===== config.mk =====
export PLATFORM = sky130hd
export DESIGN_NAME = pbc_control_reg
export DESIGN_NICKNAME = d
export VERILOG_FILES = /design/src/shared/pbc_pkg.sv /design/src/verilog/pbc_control_reg.sv /design/src/verilog/pbc_restart_seq.sv
export SDC_FILE = /design/constraint.sdc
export NUM_CORES = 1
export LEC_CHECK = 0
export ABC_AREA = 1
export BUFFER_PORTS_ARGS = -buffer_cell sky130_fd_sc_hd__buf_2
export CAP_MARGIN = 15
export CORE_ASPECT_RATIO = 1.25
export CORE_MARGIN = 3
export CORE_UTILIZATION = 42
export CTS_BUF_LIST = sky130_fd_sc_hd__clkbuf_4 sky130_fd_sc_hd__clkbuf_8
export DETAILED_ROUTE_END_ITERATION = 12
export GPL_TIMING_DRIVEN = 0
export HOLD_SLACK_MARGIN = 0.02
export PLACE_DENSITY_LB_ADDON = 0.05
export SETUP_SLACK_MARGIN = 0.1
export SYNTH_ARGS = -nofsm -noshare
export SYNTH_HDL_FRONTEND = slang
export SYNTH_SLANG_ARGS = --single-unit
export TNS_END_PERCENT = 1

===== constraint.sdc =====
create_clock -name clk -period 1.4 [get_ports clk]
set_clock_uncertainty 0.1 [all_clocks]
set_input_delay 0.28 -clock clk [delete_from_list [all_inputs] [get_ports clk]]
set_output_delay 0.28 -clock clk [all_outputs]
set_load 0.02 [all_outputs]

===== src/shared/pbc_pkg.sv =====
// Package for the per-port basic control register block.
// Assumes a single 100 MHz management-side clock and synchronous reset.
package pbc_pkg;

  // Bit positions inside the 16-bit control word
  localparam int unsigned BitSwReset   = 15;
  localparam int unsigned BitLoopback  = 14;
  localparam int unsigned BitSpeedLo   = 13;
  localparam int unsigned BitAnEnable  = 12;
  localparam int unsigned BitPowerDown = 11;
  localparam int unsigned BitIsolate   = 10;
  localparam int unsigned BitAnRestart = 9;
  localparam int unsigned BitDuplex    = 8;
  localparam int unsigned BitSpeedHi   = 6;

  localparam int unsigned RegWidth = 16;

  // Register address of the control word on the management port
  localparam logic [4:0] PbcCtrlAddr = 5'h00;

  // Reset values of bits that are not pin latched
  localparam logic ResetLoopback = 1'h0;
  localparam logic ResetIsolate  = 1'h0;
  localparam logic ResetRestart  = 1'h0;
  localparam logic ResetSpeedHi  = 1'h0;

  // Speed pair {hi,lo}
  localparam logic [1:0] SpeedSel10  = 2'h0;
  localparam logic [1:0] SpeedSel100 = 2'h1;

  // Cycles the restart pulse is held before the bit self-clears
  localparam int unsigned RestartCycles = 4;
  localparam logic [2:0]  RestartLast   = 3'h3;
  localparam logic [2:0]  CountZero     = 3'h0;
  localparam logic [2:0]  CountOne      = 3'h1;

  // Pin-latched defaults
  typedef struct packed {
    logic speedLo;
    logic anEnable;
    logic powerDown;
    logic duplex;
  } pbc_straps_s;

  // Port controls driven into the datapath
  typedef struct packed {
    logic loopback;
    logic speed100;
    logic anEnable;
    logic anRestart;
    logic powerDown;
    logic isolate;
    logic fullDuplex;
  } pbc_ctrl_s;

  // Restart sequencer states
  typedef enum logic [1:0] {PBC_IDLE, PBC_RUN} pbc_rst_e;

endpackage : pbc_pkg


===== src/verilog/pbc_control_reg.sv =====
// Per-port basic control register with pin-latched defaults.
// Assumes the management interface delivers decoded write/read strobes.
//
// Functional notes
// - Negotiation-enable bit runs auto-negotiation.
// - Power-down bit powers the port down.
// - Isolate bit disconnects MAC side, resets zero.
// - Restart bit restarts negotiation only while negotiation is enabled, then self-clears.
// - Duplex bit selects full or half duplex.
// - Loopback bit routes port into internal loopback.
// - Latched bits default from pins at hardware reset.
// - Software reset restores last hardware-latched values.
`timescale 1ns/100ps
`default_nettype none
module pbc_control_reg
  import pbc_pkg::*;
(
  input  wire logic                clk,      // Management clock
  input  wire logic                sys_rst,  // Hardware reset, active high
  input  wire pbc_pkg::pbc_straps_s strapPins, // Configuration pins
  input  wire logic                wrEn,     // Write strobe
  input  wire logic                rdEn,     // Read strobe
  input  wire logic [4:0]          regAddr,  // Register address
  input  wire logic [15:0]         wrData,   // Write data
  output logic [15:0]              rdData_ff, // Read data
  output logic                     rdValid_ff, // Read data valid
  output var pbc_pkg::pbc_ctrl_s   ctrl_ff   // Controls to datapath
);
  import pbc_pkg::*;

  pbc_straps_s latched_ff;   // Values captured at hardware reset
  logic        capture_ff;   // Capture pending after reset release
  logic        swRst_ff;     // Software reset in progress
  logic        loop_ff, spdHi_ff, spdLo_ff, anEn_ff;
  logic        pwrDn_ff, iso_ff, rstrt_ff, dup_ff;
  logic        hit;          // Address match
  logic        restartReq;   // Restart requested this cycle
  logic        seqActive;
  logic        seqDone;

  assign hit = (regAddr == PbcCtrlAddr);
  // Restart requested by writing one to the restart bit; a write that the
  // capture or soft-reset cycle refuses must not start the sequencer either
  assign restartReq = wrEn && hit && wrData[BitAnRestart] && !capture_ff && !swRst_ff;

  // Pins are caught by a clocked process one edge after release
  always_ff @(posedge clk)
  begin
    if (sys_rst)
      capture_ff <= 1'h1;
    else if (capture_ff)
    begin
      latched_ff <= strapPins;
      capture_ff <= 1'h0;
    end
  end

  // Control bits; hardware reset holds defaults until pins are caught
  always_ff @(posedge clk)
  begin
    if (sys_rst)
    begin
      loop_ff  <= ResetLoopback;
      spdHi_ff <= ResetSpeedHi;
      iso_ff   <= ResetIsolate;
      spdLo_ff <= 1'h0;
      anEn_ff  <= 1'h0;
      pwrDn_ff <= 1'h0;
      dup_ff   <= 1'h0;
      swRst_ff <= 1'h0;
    end
    else if (capture_ff)
    begin
      // First edge after release: load straps straight from pins
      spdLo_ff <= strapPins.speedLo;
      anEn_ff  <= strapPins.anEnable;
      pwrDn_ff <= strapPins.powerDown;
      dup_ff   <= strapPins.duplex;
    end
    else if (swRst_ff)
    begin
      // Pins are not resampled; restore the captured copy
      loop_ff  <= ResetLoopback;
      spdHi_ff <= ResetSpeedHi;
      iso_ff   <= ResetIsolate;
      spdLo_ff <= latched_ff.speedLo;
      anEn_ff  <= latched_ff.anEnable;
      pwrDn_ff <= latched_ff.powerDown;
      dup_ff   <= latched_ff.duplex;
      swRst_ff <= 1'h0;
    end
    else if (wrEn && hit)
    begin
      // Reserved bits are dropped; values read back as stored
      swRst_ff <= wrData[BitSwReset];
      loop_ff  <= wrData[BitLoopback];
      spdHi_ff <= wrData[BitSpeedHi];
      spdLo_ff <= wrData[BitSpeedLo];
      anEn_ff  <= wrData[BitAnEnable];
      pwrDn_ff <= wrData[BitPowerDown];
      iso_ff   <= wrData[BitIsolate];
      dup_ff   <= wrData[BitDuplex];
    end
  end

  // Self-clearing restart bit; a new request wins over completion
  always_ff @(posedge clk)
  begin
    if (sys_rst || swRst_ff)
      rstrt_ff <= ResetRestart;
    else if (restartReq)
      rstrt_ff <= 1'h1;
    else if (seqDone)
      rstrt_ff <= 1'h0;
  end

  pbc_restart_seq u_seq (
    .clk      (clk),
    .sys_rst  (sys_rst),
    .startReq (restartReq),
    .active   (seqActive),
    .doneP    (seqDone)
  );

  // Controls take effect on the edge after the register updates
  always_ff @(posedge clk)
  begin
    if (sys_rst)
      ctrl_ff <= '0;
    else
    begin
      ctrl_ff.loopback   <= loop_ff;
      ctrl_ff.speed100   <= ({spdHi_ff, spdLo_ff} == SpeedSel100);
      ctrl_ff.anEnable   <= anEn_ff;
      ctrl_ff.anRestart  <= anEn_ff && seqActive;
      ctrl_ff.powerDown  <= pwrDn_ff;
      ctrl_ff.isolate    <= iso_ff;
      ctrl_ff.fullDuplex <= dup_ff;
    end
  end

  // Read port: one cycle after the strobe; unmapped address reads zero
  always_ff @(posedge clk)
  begin
    if (sys_rst)
    begin
      rdData_ff  <= '0;
      rdValid_ff <= 1'h0;
    end
    else
    begin
      rdValid_ff <= rdEn;
      rdData_ff  <= '0;
      if (rdEn && hit)
      begin
        rdData_ff[BitSwReset]   <= swRst_ff;
        rdData_ff[BitLoopback]  <= loop_ff;
        rdData_ff[BitSpeedLo]   <= spdLo_ff;
        rdData_ff[BitAnEnable]  <= anEn_ff;
        rdData_ff[BitPowerDown] <= pwrDn_ff;
        rdData_ff[BitIsolate]   <= iso_ff;
        rdData_ff[BitAnRestart] <= rstrt_ff;
        rdData_ff[BitDuplex]    <= dup_ff;
        rdData_ff[BitSpeedHi]   <= spdHi_ff;
      end
    end
  end

  // Assertions
  property p_iso_follow;
    @(posedge clk) disable iff (sys_rst) $rose(iso_ff) |=> ctrl_ff.isolate;
  endproperty
  a_iso_follow: assert property (p_iso_follow) else $error("isolate not applied");

  property p_speed;
    @(posedge clk) disable iff (sys_rst)
      ({spdHi_ff, spdLo_ff} == SpeedSel10) |=> !ctrl_ff.speed100;
  endproperty
  a_speed: assert property (p_speed) else $error("speed decode wrong");

  property p_restart_clear;
    @(posedge clk) disable iff (sys_rst || swRst_ff)
      restartReq ##1 !restartReq [*6] |-> ##[0:2] !rstrt_ff;
  endproperty
  a_restart_clear: assert property (p_restart_clear) else $error("restart not self-cleared");

  property p_restart_set;
    @(posedge clk) disable iff (sys_rst) restartReq && !swRst_ff |=> rstrt_ff;
  endproperty
  a_restart_set: assert property (p_restart_set) else $error("restart not set");

  property p_swrst_restore;
    @(posedge clk) disable iff (sys_rst)
      swRst_ff && !capture_ff |=> (dup_ff == $past(latched_ff.duplex)) && !iso_ff;
  endproperty
  a_swrst_restore: assert property (p_swrst_restore) else $error("soft reset restore wrong");

  property p_strap;
    @(posedge clk) $fell(sys_rst) |=> (anEn_ff == $past(strapPins.anEnable));
  endproperty
  a_strap: assert property (p_strap) else $error("strap not latched");

  property p_dup;
    @(posedge clk) disable iff (sys_rst)
      wrEn && hit && !swRst_ff && !capture_ff |=> ##1 ctrl_ff.fullDuplex == $past(wrData[BitDuplex], 2);
  endproperty
  a_dup: assert property (p_dup) else $error("duplex not applied");

  property p_pwr;
    @(posedge clk) disable iff (sys_rst) pwrDn_ff |=> ctrl_ff.powerDown;
  endproperty
  a_pwr: assert property (p_pwr) else $error("power-down not applied");

  property p_read;
    @(posedge clk) disable iff (sys_rst)
      rdEn && hit |=> rdValid_ff && rdData_ff[BitLoopback] == $past(loop_ff);
  endproperty
  a_read: assert property (p_read) else $error("readback mismatch");

endmodule // pbc_control_reg
`default_nettype wire


===== src/verilog/pbc_restart_seq.sv =====
// Restart sequencer: turns a restart request into a fixed-length pulse
// and reports completion so the control bit can self-clear.
// Assumes the request is a one-cycle pulse in the clk domain.
`timescale 1ns/100ps
`default_nettype none
module pbc_restart_seq
  import pbc_pkg::*;
(
  input  wire logic clk,      // Management clock
  input  wire logic sys_rst,  // Synchronous reset, active high
  input  wire logic startReq, // Restart request pulse
  output logic      active,   // Restart in progress
  output logic      doneP     // One-cycle completion pulse
);
  pbc_rst_e   state_ff;  // Sequencer state
  logic [2:0] cnt_ff;    // Cycles spent restarting

  // Sequencer; a new request during a run restarts the count
  always_ff @(posedge clk)
  begin
    if (sys_rst)
    begin
      state_ff <= PBC_IDLE;
      cnt_ff   <= CountZero;
      doneP    <= 1'h0;
    end
    else
    begin
      doneP <= 1'h0;
      unique case (state_ff)
        PBC_IDLE:
        begin
          if (startReq)
          begin
            state_ff <= PBC_RUN;
            cnt_ff   <= CountZero;
          end
        end
        PBC_RUN:
        begin
          if (startReq)
            cnt_ff <= CountZero;
          else if (cnt_ff == RestartLast)
          begin
            state_ff <= PBC_IDLE;
            doneP    <= 1'h1;
          end
          else
            cnt_ff <= cnt_ff + CountOne;
        end
      endcase
    end
  end

  assign active = (state_ff == PBC_RUN);
endmodule // pbc_restart_seq
`default_nettype wire


==> flow_metrics.py <==
metrics = {
    "floorplan": {
        "rows": 23,
        "ioPinCount": 53,
        "die_h_um": 72.1,
        "fp.dieW_um": 58.9,
        "core_um2": 3280,
        "die_area_um2": 4250,
        "initial_core_util_pct": 44.8,
    },
    "setup_path": {
        "cp.arrival_ps": 1500,
        "worstPathRequired_ps": 1480,
        "worstSetupStartpointType": "flip-flop",
        "cp_top_family": "flip-flops",
        "crit_path_cell_trace": "ha_4, ha_4, or2_1, buf_6, xnor2_2, nand2_1, nor2_2",
        "cpMostUsedCell": "ha_4",
        "cp_num_buf_inv": 1,
        "crit_path_max_fanout": 6,
        "crit_path_top_delay_cell": "dfxtp_4",
        "r2r_setup_slack_ps": -20,
        "cp-end-kind": "flip-flop",
        "max_stage_delay_ps": 350,
        "path_class": "reg -> reg",
    },
    "logic_synthesis": {
        "ys_warn_count": 0,
        "syn_avg_cell_area_um2": 8.50,
        "seq_area_frac_synth_pct": 51.7,
        "yosys_register_bits": 36,
        "syn_inst": 173,
        "synth_top_family_by_area": "simple AND/OR/NAND/NOR gates",
        "synth_cell_types": 27,
        "synthesis.area_um2": 1470,
        "synth_xor_area_share_pct": 1.11,
        "synth_compound_gate_area_share_pct": 3.57,
        "synth_enable_flop_cells": 4,
        "async_reset_ff_share_pct": 0,
        "synthAdderAreaFrac_pct": 1.70,
        "synth_simple_gate_area_share_pct": 28.3,
        "synthMuxAreaShare_pct": 0,
        "ys.flop_type": "dfxtp_1",
    },
    "final_layout": {
        "drive_gt1_share_pct": 35.4,
        "final_nets": 256,
        "design_area_um2": 1880,
        "n_antenna_cell": 0,
        "n_fill_cell": 311,
        "syn2layout_area_growth_pct": 27.8,
        "final_cell_mix": "39 x buf_2, 34 x nand2_1, 29 x dfxtp_1",
        "final_core_util_pct": 57.3,
        "multi_input_area_um2": 568,
        "final_common_cell": "buf_2",
        "seq_area_um2": 767,
    },
    "clocking": {
        "cts_tree": "built",
        "cts_buffers": 5,
        "hold_buffers": 0,
        "clk_path_buf_depth": 2,
        "insertion_delay_ps": 280,
        "root_buffer": "clkbuf_8",
        "path_clk_slew_ps": 70,
        "h-tree-depth": 2,
        "clock_sinks": 36,
    },
    "grt": {
        "grt_pass1_wl_um": 4620,
        "grt_max_degree": 12,
        "grt_pass1_vias": 1082,
        "grt_antenna_before_repair": 0,
        "grt_use_total_pct": 14.5,
        "grt-ovfl-total": 0,
    },
    "placed_design": {
        "dpl-instance-area_um2": 1760,
        "dp_hpwl_um": 2210,
        "dp_slack_ps": -46.3,
        "port_buffers": 38,
        "gp_congestion": 0.740,
    },
    "drt": {
        "drcViolationCount": 0,
        "drtPass1Iterations": 4,
        "vias": 1147,
        "wire_per_inst_um": 10.8,
        "via_per_inst": 4.36,
        "drt-total-wl_um": 2830,
        "ant_nets": 0,
        "first_iter_violations": 18,
    },
    "sta": {
        "finalCritPeriodShare_pct": 101,
        "min_period_ps": 1420,
        "setup_tns_ps": -33.5,
        "setup_viol": 3,
        "rsz0062_at_grt": "true",
        "slew_violations": 0,
        "hold_viol": 0,
        "fin_ws_ps": -16.1,
        "clock.fmax_mhz": 706,
    },
    "power": {
        "p_leak_nw": 0.976,
        "power.density_nw_per_um2": 1100,
        "irDropWorstVdd_v": 0.000632,
    },
    "worst_hold_path": {
        "worstHoldPathType": "in -> reg",
    },
    "outcome": {
        "violations": "setup timing",
        "status": "finished, violations left",
    },
    "run": {
        "maxCapViolations": 0,
    },
}
==> per-stage QoR <==
step / hold slack, ps / instances / power [mW]
detailed placement: 328 / 254 / 1.28
CTS: 27.5 / 262 / 2.11
global placement: 307 / 254 / 1.28
floorplan: 208 / 179 / 1.22
global route: 29.7 / 263 / 2.16
finish: 39.4 / 263 / 2.07
==> what timing repair did <==
item,CTS,global route
gates cloned,0,0
endpoints found under the setup margin,8,10
gates resized for setup,3,2
setup buffers,0,1
pin swaps,0,1
==> final cells by class <==
class | count | share of cell area, %
Inverter | 29 | 5.79
Clock buffer | 8 | 5.53
Sequential cell | 36 | 40.8
Tap cell | 37 | 2.46
Timing Repair Buffer | 39 | 10.5
Buffer | 11 | 4.66
Multi-Input combinational cell | 103 | 30.2
==> final timing paths <==
| path | from | endpoint | depth (start not counted) |
|---|---|---|---|
| worst max register to register | u_seq.cnt_ff[0] | u_seq.cnt_ff[0] | 7 |
| worst max-delay path | u_seq.cnt_ff[0] | u_seq.cnt_ff[0] | 7 |
| worst min register to register | loop_ff | rdData_ff[14] | 2 |
| worst min-delay path | sys_rst | capture_ff | 1 |
==> synthesized netlist by cell type (2+ instances only) <==
master	number	area share (%)
dfxtp_1	32	44
nand2_1	34	8.7
edfxtp_1	4	8.2
o211ai_1	2	1.0
buf_4	7	3.6
nand4_1	4	1.7
nor2_4	4	3.1
buf_6	2	1.5
nand3_1	9	3.1
inv_2	3	0.77
nor3_1	2	0.68
inv_1	26	6.6
ha_1	2	1.7
a21oi_2	2	1.2
a21oi_1	4	1.4
nor2_1	25	6.4
==> state kept, by name, summed over array words and instances, names as in the netlist, 3 cells and up <==
signal	flops
latched_ff	4
rdData_ff	9
u_seq.cnt_ff	3
ctrl_ff	7
==> metal layers <==
layer	up-vias	part of all wire, %	GRT usage, %
met5	-	0	0
met4	0	1.0	6.80
met3	3	5.4	4.80
met2	27	52	25.7
met1	497	41	15.0
li1	620	-	-
==> where the power goes <==
part / internal [mW] / switching, mW / leakage (nW)
Combinational: 0.0733 / 0.112 / 0.622
Clock: 0.468 / 0.348 / 0.0549
Sequential: 1.07 / 0.00830 / 0.299
==> logic make-up (layout without fill, tap and decap cells) <==
kind of cell | count (synthesis) | count (layout)
compound gates | 8 | 8
xor+xnor | 1 | 1
fa+ha+maj | 2 | 2
buf+inv | 40 | 87
flops | 36 | 36
other cells | 1 | 7
simple gates | 85 | 85
Power figures use the tool's default switching activity.
